==> config.mk <==
export PLATFORM = sky130hd
export DESIGN_NAME = sbrs_cmd
export DESIGN_NICKNAME = d
export VERILOG_FILES = /design/src/rtl/sbrs_pkg.sv /design/src/rtl/sbrs_cmd.sv
export SDC_FILE = /design/constraint.sdc
export NUM_CORES = 1
export LEC_CHECK = 0
export ABC_AREA = 0
export ABC_CLOCK_PERIOD_IN_PS = 3800
export BUFFER_PORTS_ARGS = -buffer_cell sky130_fd_sc_hd__buf_2
export CAP_MARGIN = 20
export CORE_ASPECT_RATIO = 1.75
export CORE_UTILIZATION = 34
export CTS_CLUSTER_SIZE = 8
export DETAILED_ROUTE_END_ITERATION = 8
export MAX_ROUTING_LAYER = met4
export PLACE_DENSITY_LB_ADDON = 0.05
export SLEW_MARGIN = 20
export SYNTH_ARGS = -nofsm -noshare
export SYNTH_HDL_FRONTEND = slang
export SYNTH_SLANG_ARGS = --single-unit
==> constraint.sdc <==
create_clock -name clock -period 3.8 [get_ports clock]
set_input_delay 0.19 -clock clock [delete_from_list [all_inputs] [get_ports clock]]
set_output_delay 0.19 -clock clock [all_outputs]
set_load 0.03 [all_outputs]
==> src/rtl/sbrs_pkg.sv <==
// shared types and constants for the register read and self-test disable command decoder
package sbrs_pkg;

	typedef enum logic [1:0] {
		SBRS_FMT_STD_LONG = 2'h0,
		SBRS_FMT_STD_SHORT = 2'h1,
		SBRS_FMT_ENH_LONG = 2'h2,
		SBRS_FMT_ENH_SHORT = 2'h3
	} sbrs_fmt_t;

	typedef enum logic [1:0] {
		SBRS_PEND_NONE = 2'h0,
		SBRS_PEND_READ = 2'h1,
		SBRS_PEND_STATUS = 2'h2
	} sbrs_pend_t;

	// decoded frame from the bus receiver, crc already checked
	typedef struct packed {
		sbrs_fmt_t fmt;
		logic crc_ok;
		logic [7:0] data;
		logic [3:0] addr;
		logic [3:0] cmd;
	} sbrs_frame_t;

	typedef struct packed {
		logic is_long;
		logic [15:0] data;
	} sbrs_resp_t;

	localparam logic [3:0] SBRS_CMD_REG_READ = 4'hB;
	localparam logic [3:0] SBRS_CMD_SELFTEST_OFF = 4'hC;
	localparam logic [3:0] SBRS_CMD_SELFTEST_ON = 4'hD;
	localparam logic [3:0] SBRS_GLOBAL_ADDR = 4'h0;

	// status byte field positions
	localparam int SBRS_ST_OTP = 7;
	localparam int SBRS_ST_UV = 6;
	localparam int SBRS_ST_ACTIVE = 5;
	localparam int SBRS_ST_PASS = 4;
	localparam int SBRS_ST_ATTR_LO = 2;
	localparam int SBRS_ST_ERR = 1;

	// software registers
	localparam logic [3:0] SBRS_REG_CTRL = 4'h0;
	localparam logic [3:0] SBRS_REG_STATUS = 4'h4;
	localparam int SBRS_CTRL_CLR_LOCK = 0;
	localparam int SBRS_CTRL_NO_SELFTEST = 1;
	localparam logic [7:0] SBRS_CTRL_RESET = 8'h00;

	localparam int SBRS_SYNC_STAGES = 3;

endpackage : sbrs_pkg

==> src/rtl/sbrs_cmd.sv <==
// command decoder for register read, self-test disable/enable and self-test lockout
// Notes on behaviour
// - register read only in long frame formats
// - register read to global address is ignored
// - register read command code is 1011
// - foreign device address discards the command
// - read reply: address, byte address, register data
// - self-test disable accepted in all four formats
// - disable data bits only feed the crc
// - global disable executes but sends no reply
// - self-test disable command code is 1100
// - disable removes self-test stimulus from transducer
// - short reply: zeros then status byte
// - long reply: address, zero nibble, status byte
// - error flag mirrors internal device error
// - active flag mirrors self-test circuitry state
// - pass switch state reported in reply
// - reserve voltage low flag follows cap comparator
// - otp flag shows programming enable
// - attribute bits copied from config register
// - two consecutive disables enter lockout
// - lockout ends only on listed clear events
// - lockout refuses enable, reports active cleared
// - self-test enable command code is 1101
//
// The placing of the registers and the address-and-strobe port are this design's own decisions.
`timescale 1ns/1ns
`default_nettype none

module sbrs_cmd
	import sbrs_pkg::*;
#(
	parameter int REG_AW = 4,
	parameter int REG_DW = 8
) (
	input wire logic clock,
	input wire logic rst_n,
	input wire logic [3:0] dev_addr,
	input wire logic frame_valid,
	input wire sbrs_frame_t frame,
	output logic [3:0] reg_byte_addr,
	input wire logic [7:0] reg_rd_data,
	input wire logic otp_prog_enabled_flag,
	input wire logic pass_switch_state,
	input wire logic [1:0] attribute_bits,
	input wire logic internal_error,
	input wire logic reserve_cap_pin_low,
	input wire logic clear_cmd,
	input wire logic reg_uv_reset,
	input wire logic frame_timeout_reset,
	output logic resp_valid,
	output sbrs_resp_t resp,
	output logic selftest_drive,
	output logic lockout,
	input wire logic [REG_AW-1:0] bus_addr,
	input wire logic [REG_DW-1:0] bus_wdata,
	input wire logic bus_wr,
	input wire logic bus_rd,
	output logic [REG_DW-1:0] bus_rdata
);

	if (REG_AW < 3 || REG_DW < 8) begin : g_bad_param
		$error("sbrs_cmd: bus address must be 3 bits or more and data 8 bits or more");
	end

	function automatic logic fmt_long(input sbrs_fmt_t f);
		fmt_long = (f == SBRS_FMT_STD_LONG) || (f == SBRS_FMT_ENH_LONG);
	endfunction : fmt_long

	function automatic logic [REG_AW-1:0] reg_off(input logic [3:0] o);
		reg_off = REG_AW'(o);
	endfunction : reg_off

	logic [SBRS_SYNC_STAGES-1:0] uv_sync_r;
	logic uv_r;
	logic [7:0] ctrl_r;
	logic last_off_r;
	logic lockout_r;
	logic selftest_r;
	logic [3:0] reg_byte_addr_r;
	sbrs_pend_t pend_r;
	logic pend_long_r;
	logic resp_valid_r;
	sbrs_resp_t resp_r;
	logic [REG_DW-1:0] bus_rdata_r;

	logic good;
	logic own;
	logic glob;
	logic acc_read;
	logic acc_off;
	logic acc_on;
	logic any_own;
	logic lock_clear;
	logic [7:0] status_byte;

	// a frame counts only with good crc; the disable data byte is not looked at
	assign good = frame_valid && frame.crc_ok;
	assign own = frame.addr == dev_addr && frame.addr != SBRS_GLOBAL_ADDR;
	assign glob = frame.addr == SBRS_GLOBAL_ADDR;
	assign acc_read = good && own && frame.cmd == SBRS_CMD_REG_READ
		&& fmt_long(frame.fmt);
	assign acc_off = good && (own || glob) && frame.cmd == SBRS_CMD_SELFTEST_OFF;
	assign acc_on = good && own && frame.cmd == SBRS_CMD_SELFTEST_ON;
	assign any_own = good && own;
	assign lock_clear = uv_r || clear_cmd || reg_uv_reset || frame_timeout_reset
		|| (bus_wr && bus_addr == reg_off(SBRS_REG_CTRL) && bus_wdata[SBRS_CTRL_CLR_LOCK]);

	// the cap comparator is asynchronous; the level moves only when stages two and three agree
	always_ff @(posedge clock or negedge rst_n) begin
		if (!rst_n) begin
			uv_sync_r <= '0;
		end else begin
			uv_sync_r <= {uv_sync_r[SBRS_SYNC_STAGES-2:0], reserve_cap_pin_low};
		end
	end

	always_ff @(posedge clock or negedge rst_n) begin
		if (!rst_n) begin
			uv_r <= 1'b0;
		end else if (uv_sync_r[1] == uv_sync_r[2]) begin
			uv_r <= uv_sync_r[2];
		end
	end

	always_ff @(posedge clock or negedge rst_n) begin
		if (!rst_n) begin
			ctrl_r <= SBRS_CTRL_RESET;
		end else if (bus_wr && bus_addr == reg_off(SBRS_REG_CTRL)) begin
			// the clear bit is a strobe and never stays set
			ctrl_r <= {bus_wdata[7:1], 1'b0};
		end
	end

	// a global disable counts too: it is carried out like an addressed one
	always_ff @(posedge clock or negedge rst_n) begin
		if (!rst_n) begin
			last_off_r <= 1'b0;
		end else if (acc_off) begin
			last_off_r <= 1'b1;
		end else if (any_own) begin
			last_off_r <= 1'b0;
		end
	end

	// setting wins over a clear that lands in the same cycle
	always_ff @(posedge clock or negedge rst_n) begin
		if (!rst_n) begin
			lockout_r <= 1'b0;
		end else if (acc_off && last_off_r) begin
			lockout_r <= 1'b1;
		end else if (lock_clear) begin
			lockout_r <= 1'b0;
		end
	end

	always_ff @(posedge clock or negedge rst_n) begin
		if (!rst_n) begin
			selftest_r <= 1'b0;
		end else if (acc_off || lockout_r || ctrl_r[SBRS_CTRL_NO_SELFTEST]) begin
			selftest_r <= 1'b0;
		end else if (acc_on) begin
			selftest_r <= 1'b1;
		end
	end

	// first stage: steer the register map address and note what kind of reply is owed
	always_ff @(posedge clock or negedge rst_n) begin
		if (!rst_n) begin
			reg_byte_addr_r <= 4'h0;
			pend_r <= SBRS_PEND_NONE;
			pend_long_r <= 1'b0;
		end else begin
			pend_long_r <= fmt_long(frame.fmt);
			if (acc_read) begin
				reg_byte_addr_r <= frame.data[3:0];
				pend_r <= SBRS_PEND_READ;
			end else if ((acc_off && !glob) || acc_on) begin
				pend_r <= SBRS_PEND_STATUS;
			end else begin
				pend_r <= SBRS_PEND_NONE;
			end
		end
	end

	always_comb begin
		status_byte = 8'h00;
		status_byte[SBRS_ST_OTP] = otp_prog_enabled_flag;
		status_byte[SBRS_ST_UV] = uv_r;
		status_byte[SBRS_ST_ACTIVE] = selftest_r;
		status_byte[SBRS_ST_PASS] = pass_switch_state;
		status_byte[SBRS_ST_ATTR_LO +: 2] = attribute_bits;
		status_byte[SBRS_ST_ERR] = internal_error;
	end

	// second stage: the register map answers within the cycle, so the reply lands one edge later
	always_ff @(posedge clock or negedge rst_n) begin
		if (!rst_n) begin
			resp_valid_r <= 1'b0;
			resp_r <= '0;
		end else begin
			case (pend_r)
				SBRS_PEND_READ: begin
					resp_valid_r <= 1'b1;
					resp_r <= {1'b1, dev_addr, reg_byte_addr_r, reg_rd_data};
				end
				SBRS_PEND_STATUS: begin
					resp_valid_r <= 1'b1;
					if (pend_long_r) begin
						resp_r <= {1'b1, dev_addr, 4'h0, status_byte};
					end else begin
						resp_r <= {1'b0, 8'h00, status_byte};
					end
				end
				default: begin
					resp_valid_r <= 1'b0;
				end
			endcase
		end
	end

	always_ff @(posedge clock or negedge rst_n) begin
		if (!rst_n) begin
			bus_rdata_r <= '0;
		end else if (bus_rd) begin
			case (bus_addr)
				reg_off(SBRS_REG_CTRL): bus_rdata_r <= REG_DW'(ctrl_r);
				reg_off(SBRS_REG_STATUS): bus_rdata_r <= REG_DW'({uv_r, last_off_r,
					lockout_r, selftest_r});
				default: bus_rdata_r <= '0;
			endcase
		end
	end

	assign reg_byte_addr = reg_byte_addr_r;
	assign resp_valid = resp_valid_r;
	assign resp = resp_r;
	assign selftest_drive = selftest_r;
	assign lockout = lockout_r;
	assign bus_rdata = bus_rdata_r;

	logic resp_cause;
	assign resp_cause = acc_read || (acc_off && !glob) || acc_on;
endmodule : sbrs_cmd

`default_nettype wire

### After elaboration in Yosys (flattened, before gate mapping)

Cells that the tools add are included.

* eq/ne operators: 9
* mux-type cells: 12
* reduce and logical (&&, ||, !) cells: 31

Operators by type and width (number)
* one-hot mux 17 bit (2 select lines): 1
* two-way mux 17 bit: 1
* one-hot mux 8 bit (2 select lines): 1
* == test 4 bit, second input constant: 3
* logical AND 1 bit: 12
* logical OR 1 bit: 9
* zero test 4 bit: 2
* nonzero test 2 bit: 4
* two-way mux 1 bit: 7
* == test 2 bit, second input constant: 2
* == test 4 x 3 -> 1 bit, second input constant: 1
* == test 4 bit: 1
* two-way mux 2 bit: 2
* nonzero test 4 bit: 1
* == test 2 x 1 -> 1 bit, second input constant: 1
* zero test 2 bit: 1
* OR reduction 2 bit: 1
* == test 1 bit: 1
* zero test 1 bit: 1

* register bits: 47
* input port bits: 57
* output and inout bits: 32
* word-level logic and storage cells: 65

### Logic depth before layout (Yosys ltp)

* word-level depth: 9
* gate-level depth with buffers: 5
* mapped depth without buffers: 5

### Least setup slack after synthesis

Ideal clock, no wire load.

* path kind: reg-to-reg
* start: register pend_r[0]
* end: register resp_r, in the netlist resp[5]
* library setup time: 0.135 ns
* arrival: 1.212 ns
* required time: 3.665 ns
* setup slack: 2.453 ns
* cell stages (with the launch flop): 6
* path buffers: 1
* clock period less this slack: 1.347 ns
* path through: dfrtp_1 -> inv_1 -> ha_1 -> buf_1 -> mux2i_1 -> o21ai_0

* longest elaborated chain between the ends: 2
* elaborated cells on any way between the ends: 4
* those cells by class: eq/ne (2); mux (1); reduce/logical (1)

Ends and longest elaborated chain
* start, declared: RTL line sbrs_cmd.sv:81 `sbrs_pend_t pend_r;`
* start signal, assigned: RTL line sbrs_cmd.sv:171 `pend_r <= SBRS_PEND_NONE;`
* start signal, assigned: RTL line sbrs_cmd.sv:177 `pend_r <= SBRS_PEND_READ;`
* start signal, assigned: RTL line sbrs_cmd.sv:179 `pend_r <= SBRS_PEND_STATUS;`
* == test 2 bit / == test 2 x 1 -> 1 bit (equally long branches): RTL line sbrs_cmd.sv:202 `case (pend_r)`
* one-hot mux 17 bit (2 select lines) / nonzero test 2 bit (equally long branches)
* end signal, assigned: RTL line sbrs_cmd.sv:205 `resp_r <= {1'b1, dev_addr, reg_byte_addr_r, reg_rd_data};`
* end signal, assigned: RTL line sbrs_cmd.sv:210 `resp_r <= {1'b1, dev_addr, 4'h0, status_byte};`
* end signal, assigned: RTL line sbrs_cmd.sv:212 `resp_r <= {1'b0, 8'h00, status_byte};`
* end, declared: RTL line sbrs_cmd.sv:84 `sbrs_resp_t resp_r;`

Several ways; a longest one is shown, not always the timed one.
A chain may end at the register's enable or synchronous reset.

### Worst setup path after layout

* start: register pend_r[1]
* end: register resp_r, in the netlist resp[16]

Same word-level chain as after synthesis.

==> run_results.csv <==
group,metric,value,unit
sta,rsz0062_at_grt,"no",
die,rows,36,
final_layout,area_growth,30.3,%
power,ir_worst_vdd,0.000199,V
power,p_total,1.04,mW
worst_setup_path,timing.rr.end,"resp[16]$_DFFE_PN0P_",
sta,maxSlewHeadroom,42.5,%
die,die_w,59.8,um
place,gp_congestion,0.714,
global_route,grt_use_total,16.1,%
clock_network,cts_buffers,5,
worst_setup_path,cp.required,3.99,ns
worst_setup_path,r2r_cells,3,
run_status,status,"completed",
sta,min_period_over_period,46.5,%
global_route,overflow,0,
worst_setup_path,critPathCaptureType,"register",
sta,finClkSkew,0.00344,ns
sta,setup_viol,0,
worst_setup_path,worst_path_largest_cell_delay,0.85,ns
hold_path,hold_path_class,"input port to register",
clock_network,cts_tree,"done",
detailed_routing,route.vias.total,1576,
detailed_routing,drt-total-wl,4360,um
detailed_routing,met2_length,2270,um
final_layout,final_common_cell,"buf_2",
power,power_density,404,nW/um^2
sta,drv_slew,0,
die,coreArea,5590,sq um
final_layout,layoutNonFillerInstCount,337,
worst_setup_path,cp-endpoint,"resp[16]$_DFFE_PN0P_",
logic_synthesis,synth.cell_area,1980,sq um
clock_network,cts_buffer_depth,2,
die,initial_core_util,35.5,%
sta,max_freq,0.566,GHz
detailed_routing,highest-signal-layer,"met4",
power,leakage,1.31,nW
final_layout,diodes,0,
clock_network,cts.sinks,47,
place,place_inst,328,
final_layout,seqCellArea,1180,sq um
logic_synthesis,seq_area_frac_synth,59.3,%
global_route,antenna_found_initial,0,
clock_network,clkTransAtPathRegs,0.08,ns
global_route,first_global_vias,1546,
sta,fin_crit,1.77,ns
sta,tightest_slew,0.862,ns
detailed_routing,drc,0,
logic_synthesis,synthesis.nets,232,
worst_setup_path,reg2reg_slack,2.03,ns
hold_path,holdCritStartpoint,"frame[17]",
worst_setup_path,worstSetupPathDepth,3,
job,maxCapViolCount,0,
die,die_height,103,um
detailed_routing,drtAntennaViolNets,0,
logic_synthesis,synth.distinct_cells,26,
final_layout,drive_gt1_share,41.8,%
clock_network,cts-root-buf,"clkbuf_8",
worst_setup_path,startpoint_type,"register",
sta,hold_violations,0,
worst_setup_path,crit_buf_inv,1,
final_layout,layout_common_cells,"buf_2 (82), dfrtp_1 (47), nand2_1 (25), o21ai_0 (24), mux2_2 (15)",
place,dp_hpwl,3260,um
sta,fin_tns_setup,0,ns
worst_setup_path,r2r_start,"pend_r[1]$_DFF_PN0_",
detailed_routing,routed_via_density,4.68,
worst_setup_path,crit_type,"register to register",
global_route,grt_start_max_net_pins,48,
detailed_routing,wire_per_inst,12.9,um
logic_synthesis,netlist_instances,174,
detailed_routing,wl_met3,265,um
die,die_area,6160,sq um
logic_synthesis,syn_area_per_cell,11.4,sq um
worst_setup_path,cp_cell_sequence,"ha_1 -> inv_1 -> mux2_2",
clock_network,clock_latency,0.29,ns
logic_synthesis,synth_seq_cells,47,
detailed_routing,firstDrtPassIters,5,
detailed_routing,dr.first_iter.drc_count,56,
place,place_area,2480,sq um
worst_setup_path,crit_family,"adder cells",
worst_setup_path,critPathArrivalTime,1.95,ns
worst_setup_path,path_max_fanout,33,
final_layout,nNetsFinal,319,
worst_setup_path,slowest_stage,"ha_1",
detailed_routing,wl_met1,1760,um
die,pin_count,89,
final_layout,finish.instance_area,2590,sq um
global_route,grt_pass1_wl,7150,um
final_layout,multi_input_area,748,sq um
worst_setup_path,crit_start,"pend_r[1]$_DFF_PN0_",
logic_synthesis,yosys_warnings,0,
sta,hold_slack,0.0708,ns
final_layout,fillers,593,
place,io_buffers,83,
clock_network,cts_max_level,2,
-- state kept, by name, indices dropped and copies added, names as in the netlist, 2 cells and up --
signal and cells:
bus_rdata 8, ctrl_r 7, pend_r 2, reg_byte_addr 4, resp 17, uv_sync_r 3
-- worst min-delay path by stage --
stage | to | depth (start not counted)
6_report | pend_long_r$_DFF_PN0_ | 2
5_1_grt | pend_long_r$_DFF_PN0_ | 2
4_1_cts | pend_long_r$_DFF_PN0_ | 2
3_5_place_dp | uv_sync_r[0]$_DFF_PN0_ | 1
3_3_place_gp | uv_sync_r[0]$_DFF_PN0_ | 1
2_1_floorplan | bus_rdata[0]$_DFFE_PN0P_ | 0
-- Yosys cell counts --
cell | instances | share of area (%)
nand3_1 | 8 | 2.0
mux2i_1 | 7 | 3.5
nor4_4 | 2 | 2.1
nand2_1 | 25 | 4.7
nor3_1 | 4 | 1.0
nand4_2 | 1 | 0.63
o21ai_0 | 24 | 6.1
nand2b_1 | 6 | 1.9
clkbuf_1 | 4 | 0.76
buf_1 | 1 | 0.19
o21a_1 | 1 | 0.38
a22o_1 | 1 | 0.44
inv_1 | 11 | 2.1
nand4_1 | 1 | 0.32
ha_1 | 1 | 0.63
mux2_2 | 15 | 8.5
nor4b_1 | 1 | 0.44
and4_2 | 1 | 0.50
dfrtp_1 | 47 | 59
nor2_1 | 3 | 0.57
maj3_1 | 1 | 0.50
xor2_1 | 4 | 1.8
nor4_1 | 2 | 0.63
a21o_1 | 1 | 0.38
a21oi_1 | 1 | 0.25
nand3b_1 | 1 | 0.38
-- power by group --
part,internal [mW],leakage [nW],switching [mW]
logic,0.0712,0.683,0.105
registers,0.544,0.577,0.0234
clock network,0.143,0.0470,0.159
total,0.758,1.31,0.287
-- through the flow --
step / utilization [%] / worst slack, ns
final: 46.3 / 2.03
after global routing: 46.3 / 1.83
after CTS: 46.1 / 2.00
after detailed placement: 44.3 / 2.01
after global placement: 44.3 / 2.04
after floorplan: - / 2.45
-- layer usage --
layer	GRT usage [%]	vias up
met5	-	-
met4	5.90	0
met3	3.51	7
met2	27.2	65
met1	18.3	738
li1	-	766
-- area by class of cell --
| type | instances | area share, % |
|---|---|---|
| well taps | 76 | 3.68 |
| multi-input cells | 111 | 28.9 |
| flip-flops and latches | 47 | 45.5 |
| clock buffers | 6 | 3.19 |
| repair buffers | 85 | 16.9 |
| clock inverters | 1 | 0.194 |
| inverters | 11 | 1.60 |
-- cells by family (layout without fill, tap and decap cells) --
kind of cell / Yosys count / count (layout) / synth area share [%]
simple gates: 55 / 55 / 15.3
flops: 47 / 47 / 59.3
compound gates: 28 / 28 / 7.50
mux: 22 / 22 / 12.0
buf+inv: 16 / 103 / 3.03
xor+xnor: 4 / 4 / 1.77
fa+ha+maj: 2 / 2 / 1.13
-- timing repair --
action                    4_1_cts  5_1_grt
hold endpoints to repair        1       47
hold buffers                    1        1
gates resized for setup         0        0
setup buffers                   0        0
No activity file was read; power rests on OpenSTA's default activity.
